File: config.mk
export PLATFORM = sky130hd
export DESIGN_NAME = cwd_top
export DESIGN_NICKNAME = d
export VERILOG_FILES = /design/src/shared/cwd_pkg.sv /design/src/shared/cwd_cnt_if.sv /design/src/design/cwd_counter.sv /design/src/design/cwd_top.sv
export SDC_FILE = /design/constraint.sdc
export NUM_CORES = 1
export LEC_CHECK = 0
export ABC_AREA = 1
export BUFFER_PORTS_ARGS = -buffer_cell sky130_fd_sc_hd__clkbuf_2
export CORE_MARGIN = 2
export CORE_UTILIZATION = 40
export DETAILED_ROUTE_END_ITERATION = 16
export PLACE_DENSITY_LB_ADDON = 0.08
export SYNTH_ARGS = -nofsm -noshare
export SYNTH_HDL_FRONTEND = slang
export SYNTH_HIERARCHICAL = 1
export SYNTH_SLANG_ARGS = --single-unit
export TNS_END_PERCENT = 1
File: constraint.sdc
create_clock -name clk_sys_i -period 2.14 [get_ports clk_sys_i]
set_input_delay 0 -clock clk_sys_i [delete_from_list [all_inputs] [get_ports clk_sys_i]]
set_output_delay 0 -clock clk_sys_i [all_outputs]
set_load 0.005 [all_outputs]
File: src/shared/cwd_pkg.sv
package cwd_pkg;

	// Byte offsets of the register words on the slave bus.
	localparam logic [4:0] CWD_OFF_CTRL = 5'h00;
	localparam logic [4:0] CWD_OFF_SVC = 5'h04;
	localparam logic [4:0] CWD_OFF_CAUSE = 5'h08;
	localparam logic [4:0] CWD_OFF_STAT = 5'h0c;
	localparam logic [4:0] CWD_OFF_MASK = 5'h10;

	// Field positions inside guard_control_reg.
	localparam int CWD_EN_BIT = 7;
	localparam int CWD_ACT_BIT = 6;
	localparam int CWD_PER_LSB = 3;
	localparam int CWD_BTEN_BIT = 2;
	localparam int CWD_BTDONE_BIT = 1;
	localparam int CWD_IRQF_BIT = 0;

	// Field positions inside the event status and mask words.
	localparam int CWD_STS_TIMEOUT = 0;
	localparam int CWD_STS_TERM = 1;
	localparam int CWD_STS_RESET = 2;

	// Service keys, in the order they must arrive.
	localparam logic [7:0] CWD_KEY_FIRST = 8'h55;
	localparam logic [7:0] CWD_KEY_SECOND = 8'haa;

	// Values after reset.
	localparam logic [2:0] CWD_PER_RST = 3'h0;
	localparam logic [2:0] CWD_EVT_RST = 3'h0;

	// Service sequence progress; a single bit is trivially Gray.
	typedef enum logic [0:0] {
		CWD_SVC_IDLE = 1'b0,
		CWD_SVC_ARMED = 1'b1
	} cwd_svc_e;

	// Last count value of each period, i.e. the period minus one.
	function automatic logic [31:0] cwd_period_limit(input logic [2:0] sel);
		case (sel)
			3'h0: cwd_period_limit = 32'h0000_01ff;
			3'h1: cwd_period_limit = 32'h0000_07ff;
			3'h2: cwd_period_limit = 32'h0000_1fff;
			3'h3: cwd_period_limit = 32'h0000_7fff;
			3'h4: cwd_period_limit = 32'h0007_ffff;
			3'h5: cwd_period_limit = 32'h007f_ffff;
			3'h6: cwd_period_limit = 32'h07ff_ffff;
			default: cwd_period_limit = 32'h7fff_ffff;
		endcase
	endfunction

endpackage

File: src/shared/cwd_cnt_if.sv
`timescale 1ns/100ps
`default_nettype none
// Link between the register side and the period counter.
interface cwd_cnt_if;
	logic enable;
	logic clear;
	logic [2:0] period_sel;
	logic expired;
	modport ctrl (output enable, output clear, output period_sel, input expired);
	modport cnt (input enable, input clear, input period_sel, output expired);
endinterface
`default_nettype wire

File: src/design/cwd_counter.sv
`timescale 1ns/100ps
`default_nettype none
module cwd_counter
	import cwd_pkg::*;
(
	input wire logic clk_sys_i,
	input wire logic rst_n_i,
	cwd_cnt_if.cnt cif
);

	logic [31:0] cnt_q;
	logic [31:0] cnt_d;
	logic [31:0] limit;
	logic exp_q;
	logic exp_d;

	// Greater-or-equal rather than equal, so a shorter period chosen mid-count
	// still expires at once instead of wrapping through four billion clocks.
	always_comb begin
		limit = cwd_period_limit(cif.period_sel);
		cnt_d = cnt_q;
		exp_d = 1'b0;
		if (cif.clear) begin
			cnt_d = '0;
		end else if (cif.enable) begin
			if (cnt_q >= limit) begin
				cnt_d = '0;
				exp_d = 1'b1;
			end else begin
				cnt_d = cnt_q + 32'h1;
			end
		end
	end

	// Count and expiry pulse registers.
	always_ff @(posedge clk_sys_i or negedge rst_n_i) begin
		if (!rst_n_i) begin
			cnt_q <= '0;
			exp_q <= 1'b0;
		end else begin
			cnt_q <= cnt_d;
			exp_q <= exp_d;
		end
	end

	assign cif.expired = exp_q;
endmodule
`default_nettype wire

File: src/design/cwd_top.sv
`timescale 1ns/100ps
`default_nettype none
module cwd_top
	import cwd_pkg::*;
(
	input wire logic clk_sys_i,
	input wire logic rst_n_i,
	input wire logic [4:0] avs_address_i,
	input wire logic avs_read_i,
	input wire logic avs_write_i,
	input wire logic [31:0] avs_writedata_i,
	input wire logic [3:0] avs_byteenable_i,
	output logic [31:0] avs_readdata_o,
	output logic avs_waitrequest_o,
	input wire logic irq_ack_i,
	output logic guard_irq_o,
	output logic transfer_ack_o,
	output logic soft_reset_o,
	output logic irq_o
);

	cwd_cnt_if cif();

	// Bus slave state.
	logic wait_q;
	logic wait_d;
	logic [31:0] rdata_q;
	logic [31:0] rdata_d;

	// Guard control fields.
	logic enable_q;
	logic enable_d;
	logic action_q;
	logic action_d;
	logic [2:0] period_q;
	logic [2:0] period_d;
	logic bten_q;
	logic bten_d;
	logic btdone_q;
	logic btdone_d;
	logic irqf_q;
	logic irqf_d;

	// Sequence, acknowledge tracking, cause and event registers.
	cwd_svc_e svc_q;
	cwd_svc_e svc_d;
	logic ack_seen_q;
	logic ack_seen_d;
	logic cause_q;
	logic cause_d;
	logic [2:0] sts_q;
	logic [2:0] sts_d;
	logic [2:0] mask_q;
	logic [2:0] mask_d;
	logic irq_q;
	logic irq_d;
	logic tack_q;
	logic tack_d;
	logic srst_q;
	logic srst_d;

	// Decoded accesses.
	logic wr_go;
	logic wr_ctrl;
	logic wr_svc;
	logic wr_cause;
	logic wr_stat;
	logic wr_mask;
	logic [7:0] wbyte;
	logic svc_hit;

	// A write lands only on the edge where the master sees waitrequest low,
	// which is the one edge it is guaranteed to still hold the data.
	assign wr_go = avs_write_i && !wait_q && avs_byteenable_i[0];
	assign wbyte = avs_writedata_i[7:0];
	assign wr_ctrl = wr_go && (avs_address_i == CWD_OFF_CTRL);
	assign wr_svc = wr_go && (avs_address_i == CWD_OFF_SVC);
	assign wr_cause = wr_go && (avs_address_i == CWD_OFF_CAUSE);
	assign wr_stat = wr_go && (avs_address_i == CWD_OFF_STAT);
	assign wr_mask = wr_go && (avs_address_i == CWD_OFF_MASK);
	assign svc_hit = wr_svc && (svc_q == CWD_SVC_ARMED) && (wbyte == CWD_KEY_SECOND);

	// Counter hookup; the counter itself follows the period select live.
	assign cif.enable = enable_q;
	assign cif.period_sel = period_q;
	assign cif.clear = svc_hit;

	// Bus slave: one wait cycle, then the answer with read data preloaded.
	always_comb begin
		wait_d = 1'b1;
		rdata_d = rdata_q;
		if ((avs_read_i || avs_write_i) && wait_q) begin
			wait_d = 1'b0;
			rdata_d = '0;
			if (avs_read_i) begin
				case (avs_address_i)
					CWD_OFF_CTRL: rdata_d[7:0] = {enable_q, action_q, period_q, bten_q, btdone_q, irqf_q};
					CWD_OFF_CAUSE: rdata_d[0] = cause_q;
					CWD_OFF_STAT: rdata_d[2:0] = sts_q;
					CWD_OFF_MASK: rdata_d[2:0] = mask_q;
					default: rdata_d = '0;
				endcase
			end
		end
	end

	// Bus slave registers; waitrequest rests high between requests.
	always_ff @(posedge clk_sys_i or negedge rst_n_i) begin
		if (!rst_n_i) begin
			wait_q <= 1'b1;
			rdata_q <= '0;
		end else begin
			wait_q <= wait_d;
			rdata_q <= rdata_d;
		end
	end

	// Guard behaviour. Clears are applied first and sets afterwards, so an
	// event in the same cycle as its write-one-clear is kept.
	always_comb begin
		enable_d = enable_q;
		action_d = action_q;
		period_d = period_q;
		bten_d = bten_q;
		btdone_d = btdone_q;
		irqf_d = irqf_q;
		svc_d = svc_q;
		ack_seen_d = ack_seen_q;
		cause_d = cause_q;
		sts_d = sts_q;
		mask_d = mask_q;
		tack_d = 1'b0;
		srst_d = 1'b0;
		if (wr_ctrl) begin
			// Configuration is frozen while a time-out is pending; only the
			// flag bits stay writable so software can clear the pending state.
			if (!irqf_q) begin
				enable_d = wbyte[CWD_EN_BIT];
				action_d = wbyte[CWD_ACT_BIT];
				period_d = wbyte[CWD_PER_LSB +: 3];
				bten_d = wbyte[CWD_BTEN_BIT];
			end
			if (wbyte[CWD_BTDONE_BIT]) begin
				btdone_d = 1'b0;
			end
			if (wbyte[CWD_IRQF_BIT]) begin
				irqf_d = 1'b0;
			end
		end
		if (wr_cause && wbyte[0]) begin
			cause_d = 1'b0;
		end
		if (wr_stat) begin
			sts_d = sts_q & ~wbyte[2:0];
		end
		if (wr_mask) begin
			mask_d = wbyte[2:0];
		end
		// Key sequence; unrelated accesses never touch it.
		if (wr_svc) begin
			case (svc_q)
				CWD_SVC_IDLE: begin
					if (wbyte == CWD_KEY_FIRST) begin
						svc_d = CWD_SVC_ARMED;
					end
				end
				CWD_SVC_ARMED: begin
					if (wbyte == CWD_KEY_FIRST) begin
						svc_d = CWD_SVC_ARMED;
					end else begin
						svc_d = CWD_SVC_IDLE;
					end
				end
				default: svc_d = CWD_SVC_IDLE;
			endcase
		end
		// The core acknowledges the watchdog interrupt.
		if (irqf_q && irq_ack_i) begin
			ack_seen_d = 1'b1;
		end
		// Expiry: first period raises the request, or the guard reset when action is set; a second one while still
		// unacknowledged terminates the stalled bus cycle.
		if (cif.expired) begin
			if (!irqf_q) begin
				if (action_q) begin
					srst_d = 1'b1;
					cause_d = 1'b1;
					sts_d[CWD_STS_RESET] = 1'b1;
				end else begin
					irqf_d = 1'b1;
					ack_seen_d = 1'b0;
					sts_d[CWD_STS_TIMEOUT] = 1'b1;
				end
			end else if (bten_q && !ack_seen_q) begin
				tack_d = 1'b1;
				btdone_d = 1'b1;
				sts_d[CWD_STS_TERM] = 1'b1;
			end
		end
		irq_d = |(sts_d & mask_d);
	end

	// Guard registers; reset leaves the guard disabled, shortest period.
	always_ff @(posedge clk_sys_i or negedge rst_n_i) begin
		if (!rst_n_i) begin
			enable_q <= 1'b0;
			action_q <= 1'b0;
			period_q <= CWD_PER_RST;
			bten_q <= 1'b0;
			btdone_q <= 1'b0;
			irqf_q <= 1'b0;
			svc_q <= CWD_SVC_IDLE;
			ack_seen_q <= 1'b0;
			cause_q <= 1'b0;
			sts_q <= CWD_EVT_RST;
			mask_q <= CWD_EVT_RST;
			irq_q <= 1'b0;
			tack_q <= 1'b0;
			srst_q <= 1'b0;
		end else begin
			enable_q <= enable_d;
			action_q <= action_d;
			period_q <= period_d;
			bten_q <= bten_d;
			btdone_q <= btdone_d;
			irqf_q <= irqf_d;
			svc_q <= svc_d;
			ack_seen_q <= ack_seen_d;
			cause_q <= cause_d;
			sts_q <= sts_d;
			mask_q <= mask_d;
			irq_q <= irq_d;
			tack_q <= tack_d;
			srst_q <= srst_d;
		end
	end

	cwd_counter u_counter (
		.clk_sys_i(clk_sys_i),
		.rst_n_i(rst_n_i),
		.cif(cif)
	);

	// Every output is a flip-flop.
	assign avs_readdata_o = rdata_q;
	assign avs_waitrequest_o = wait_q;
	assign guard_irq_o = irqf_q;
	assign transfer_ack_o = tack_q;
	assign soft_reset_o = srst_q;
	assign irq_o = irq_q;
endmodule
`default_nettype wire

==> results by group <==
CTS
  • Clk sinks: 62
  • CTS clk-pin slew, worst paths: 70 ps
  • Worst skew pair latency: 340 ps
  • Clock root buffer: clkbuf_8
  • CTS tree: done
  • CTS Buf Count: 9
  • H-tree level count: 3
  • Max Root-Sink Buffers: 2

Global route
  • Global-route wire length before repair: around 18,000 um
  • Tot GR Track Use: 19.6%
  • Initial antenna violation count: 0
  • Grt ovf: 0
  • Largest net degree at the start of global routing: 63
  • Vias in the first global route: 3,620

Route
  • Iteration-0 DRC Markers: 242
  • Antenna-violating nets left: 0
  • Residual DRC count: 0
  • Via Count: 3,706
  • Wire per inst: 14.0 um
  • 1st-pass router iterations: 4
  • Vias/cell: just under 5
  • Detailed Route WL: 10,700 um

Hold path
  • Worst hold path type: in2reg
  • Hold Startpoint: avs_write_i
  • Hold Crit Depth: 3
  • Hold Path Sink: avs_waitrequest_o

Synth
  • Post-synth top area cell: dfrtp_1
  • Most area-consuming cells after synthesis: dfrtp_1, nand2_1, o21ai_2, nand3_1, inv_1
  • Cells after synthesis: between 500 and 600
  • FFs w/ async S/R, synth: 100%
  • Yosys warning total: 6
  • Area share of the largest cell type after synthesis: around 35%
  • #FFs+latches synth: 62
  • Post-synthesis cell area: 4310 sq um
  • Syn Area/Cell: 7.67 sq um
  • Sequential area share after synthesis: 36.0%
  • Synth Flop Type: dfrtp_1
  • Unique masters post-synth: 38
  • Post-synth EDFFs: 0

Placed design
  • Hpwl dp: 8060 um
  • Routability congestion estimate: 0.834
  • Setup slack at placement: -55.5 ps
  • I/O Buffers: 31
  • Placed Area: ~4700 sq um

Flow run
  • Maxcap violations: 0

Floorplan
  • I/O pins: 83
  • Die area: 11,600 sq um
  • Die width: between 100 and 150 um
  • Core area: about 10,000 sq um
  • Initial core utilization: 41.4%
  • Row count: 37
  • Die Ht: 108 um

Pwr
  • Maximum VDD drop: 306 uV
  • Pwr Density: 538 nW/um^2
  • Switch Pwr: 0.625 mW
  • Internal power: 2.11 mW
  • Logic pwr share: about 7.6%
  • Sequential cell fraction of total power: about 45%
  • Clk network pwr share: 47.8%
  • Switching Fraction: 22.8%
  • Leakage: 2.41 nW

Critical path
  • R2r endpoint: u_counter/cnt_q[2]
  • Startpoint Class: register
  • Reg2reg path depth: 12
  • Req. time, crit path: 2360 ps
  • Max FO, Critical Path: 8
  • Reg2reg start: cif.period_sel[1]
  • Arrival @ worst endpoint: 2340 ps
  • Reg-to-reg slack, setup: 20 ps
  • Crit end category: register
  • Setup Crit Path Kind: reg2reg

Finish
  • Ant. Diodes: 0
  • Area grow syn2layout: 18.1%
  • Fin nets: 685
  • Fillers: about 1,100
  • Share of layout cells above drive strength 1: 23.8%
  • Design area: 5090 sq um

Timing
  • Fin crit share: 99.0%
  • Maximum clock rate: between 400 and 500 MHz
  • Worst-Margin Slew: about 830 ps
  • Fin Setup TNS: 0 ps
  • Setup Skew: 15.7 ps
  • Fin. Hold Viols: 0
  • Unrepaired setup endpoints after global routing: yes
  • Tmin final: 2120 ps
  • Final Slew Violations: 0
  • Slew headroom: roughly 45%
  • Setup WS post-layout: 20.4 ps
  • Final setup viols: 0
  • Hold Slack: 56.9 ps

Status
  • Outcome: finished, final reports clean
-- stage by stage --
step | power [mW] | std cells | utilization (%)
2_1_floorplan | 1.37 | 585 | -
3_3_place_gp | 1.43 | 737 | 44.6
3_5_place_dp | 1.44 | 737 | 44.6
4_1_cts | 2.78 | 764 | 48.3
5_1_grt | 2.86 | 767 | 48.9
6_report | 2.74 | 767 | 48.9
-- power groups by stage --
stage	Combinational (mW)	Sequential [mW]	Clock, mW
after global routing	0.236	1.22	1.40
after CTS	0.209	1.22	1.35
final	0.208	1.22	1.31
after detailed placement	0.192	1.24	0
after global placement	0.188	1.24	0
after floorplan	0.133	1.24	0
-- per-layer routing --
metal | track usage [%] | part of all wire [%] | routed length (um)
met1 | 25.3 | 46 | 4990
met2 | 34.2 | 49 | 5220
met3 | 3.87 | 4.3 | 466
met4 | 3.94 | 0.55 | 59
met5 | 0 | 0 | 0
-- cells by family after synthesis --
group / Yosys count / share of synthesized area [%]
adders and majority gates: 13 / 3.77
xor gates and xnor gates: 27 / 5.49
and+or+nand+nor: 305 / 33.2
DFF: 62 / 36.0
AOI/OAI and AO/OA: 58 / 10.0
buffers and inverters: 96 / 11.3
other: 1 / 0.0870
-- cells in the mapped netlist (all sizes together), types with 2 or more instances --
master    n
nor4      3
nand2   167
nor3     18
xor2     17
nor2     48
clkbuf    6
buf      32
inv      58
or2       2
o21ai    47
ha       13
nand4    17
xnor2    10
a21oi     8
dfrtp    61
nand3    48
-- sequential cells by signal, summed over array words and instances (netlist names), 3 cells and up --
signal	cells
avs_readdata_o	8
u_counter/cnt_q	32
mask_q	3
sts_q	3
cif.period_sel	3
-- what timing repair did --
action	4_1_cts	5_1_grt
pin swaps	0	6
gates cloned	0	1
setup endpoints to repair	28	30
resized for setup	5	7
hold endpoints to repair	74	0
buffers inserted	0	2
hold buffers	11	0
-- worst max-delay path by stage --
stage                       from  depth (start not counted)            endpoint  slack [ps]
2_1_floorplan  cif.period_sel[2]                         13  u_counter/cnt_q[0]         140
3_3_place_gp   cif.period_sel[1]                         12  u_counter/cnt_q[0]           4
3_5_place_dp   cif.period_sel[1]                         12  u_counter/cnt_q[3]         -60
4_1_cts        cif.period_sel[2]                         12  u_counter/cnt_q[3]           4
5_1_grt        cif.period_sel[2]                         11  u_counter/cnt_q[5]        -120
6_report       cif.period_sel[1]                         12  u_counter/cnt_q[2]          20
-- worst max-delay path, stage by stage (launching register included) --
cell and delay (ps):
dfrtp_2 420, nand3_2 130, ha_1 320, nand2_1 60, nor2_1 130, nand3_1 100, nor2_2 120, nand2_1 120
nor2_2 170, nor2_4 50, nand3_4 130, clkbuf_16 190, o21ai_2 50
-- cells in the final DEF, fill, tap and decap left out, types with 4 or more instances in the layout --
cell / instances
nand2_1: 157
dfrtp_1: 59
inv_1: 53
nand3_1: 41
nor2_1: 37
o21ai_2: 35
clkbuf_2: 31
conb_1: 24
buf_4: 23
nand4_1: 17
xor2_1: 17
nor3_1: 14
o21ai_0: 12
ha_1: 12
clkbuf_8: 11
dlygate4sd3_1: 11
nand2_2: 10
xnor2_1: 10
nor2_2: 6
inv_2: 5
nand3_2: 5
a21oi_1: 5
nor2_4: 4
-- cell type report --
cell class                      instances  area [sq um]  area share [%]
Inverter                               58           218            4.28
Clock inverter                          3          90.1            1.77
Clock buffer                           13           159            3.12
Sequential cell                        62          1560            30.6
Tap cell                              136           170            3.34
Timing Repair Buffer                   68           503            9.88
Multi-Input combinational cell        427          2390            47.1
No activity file was read; power rests on OpenSTA's default activity.
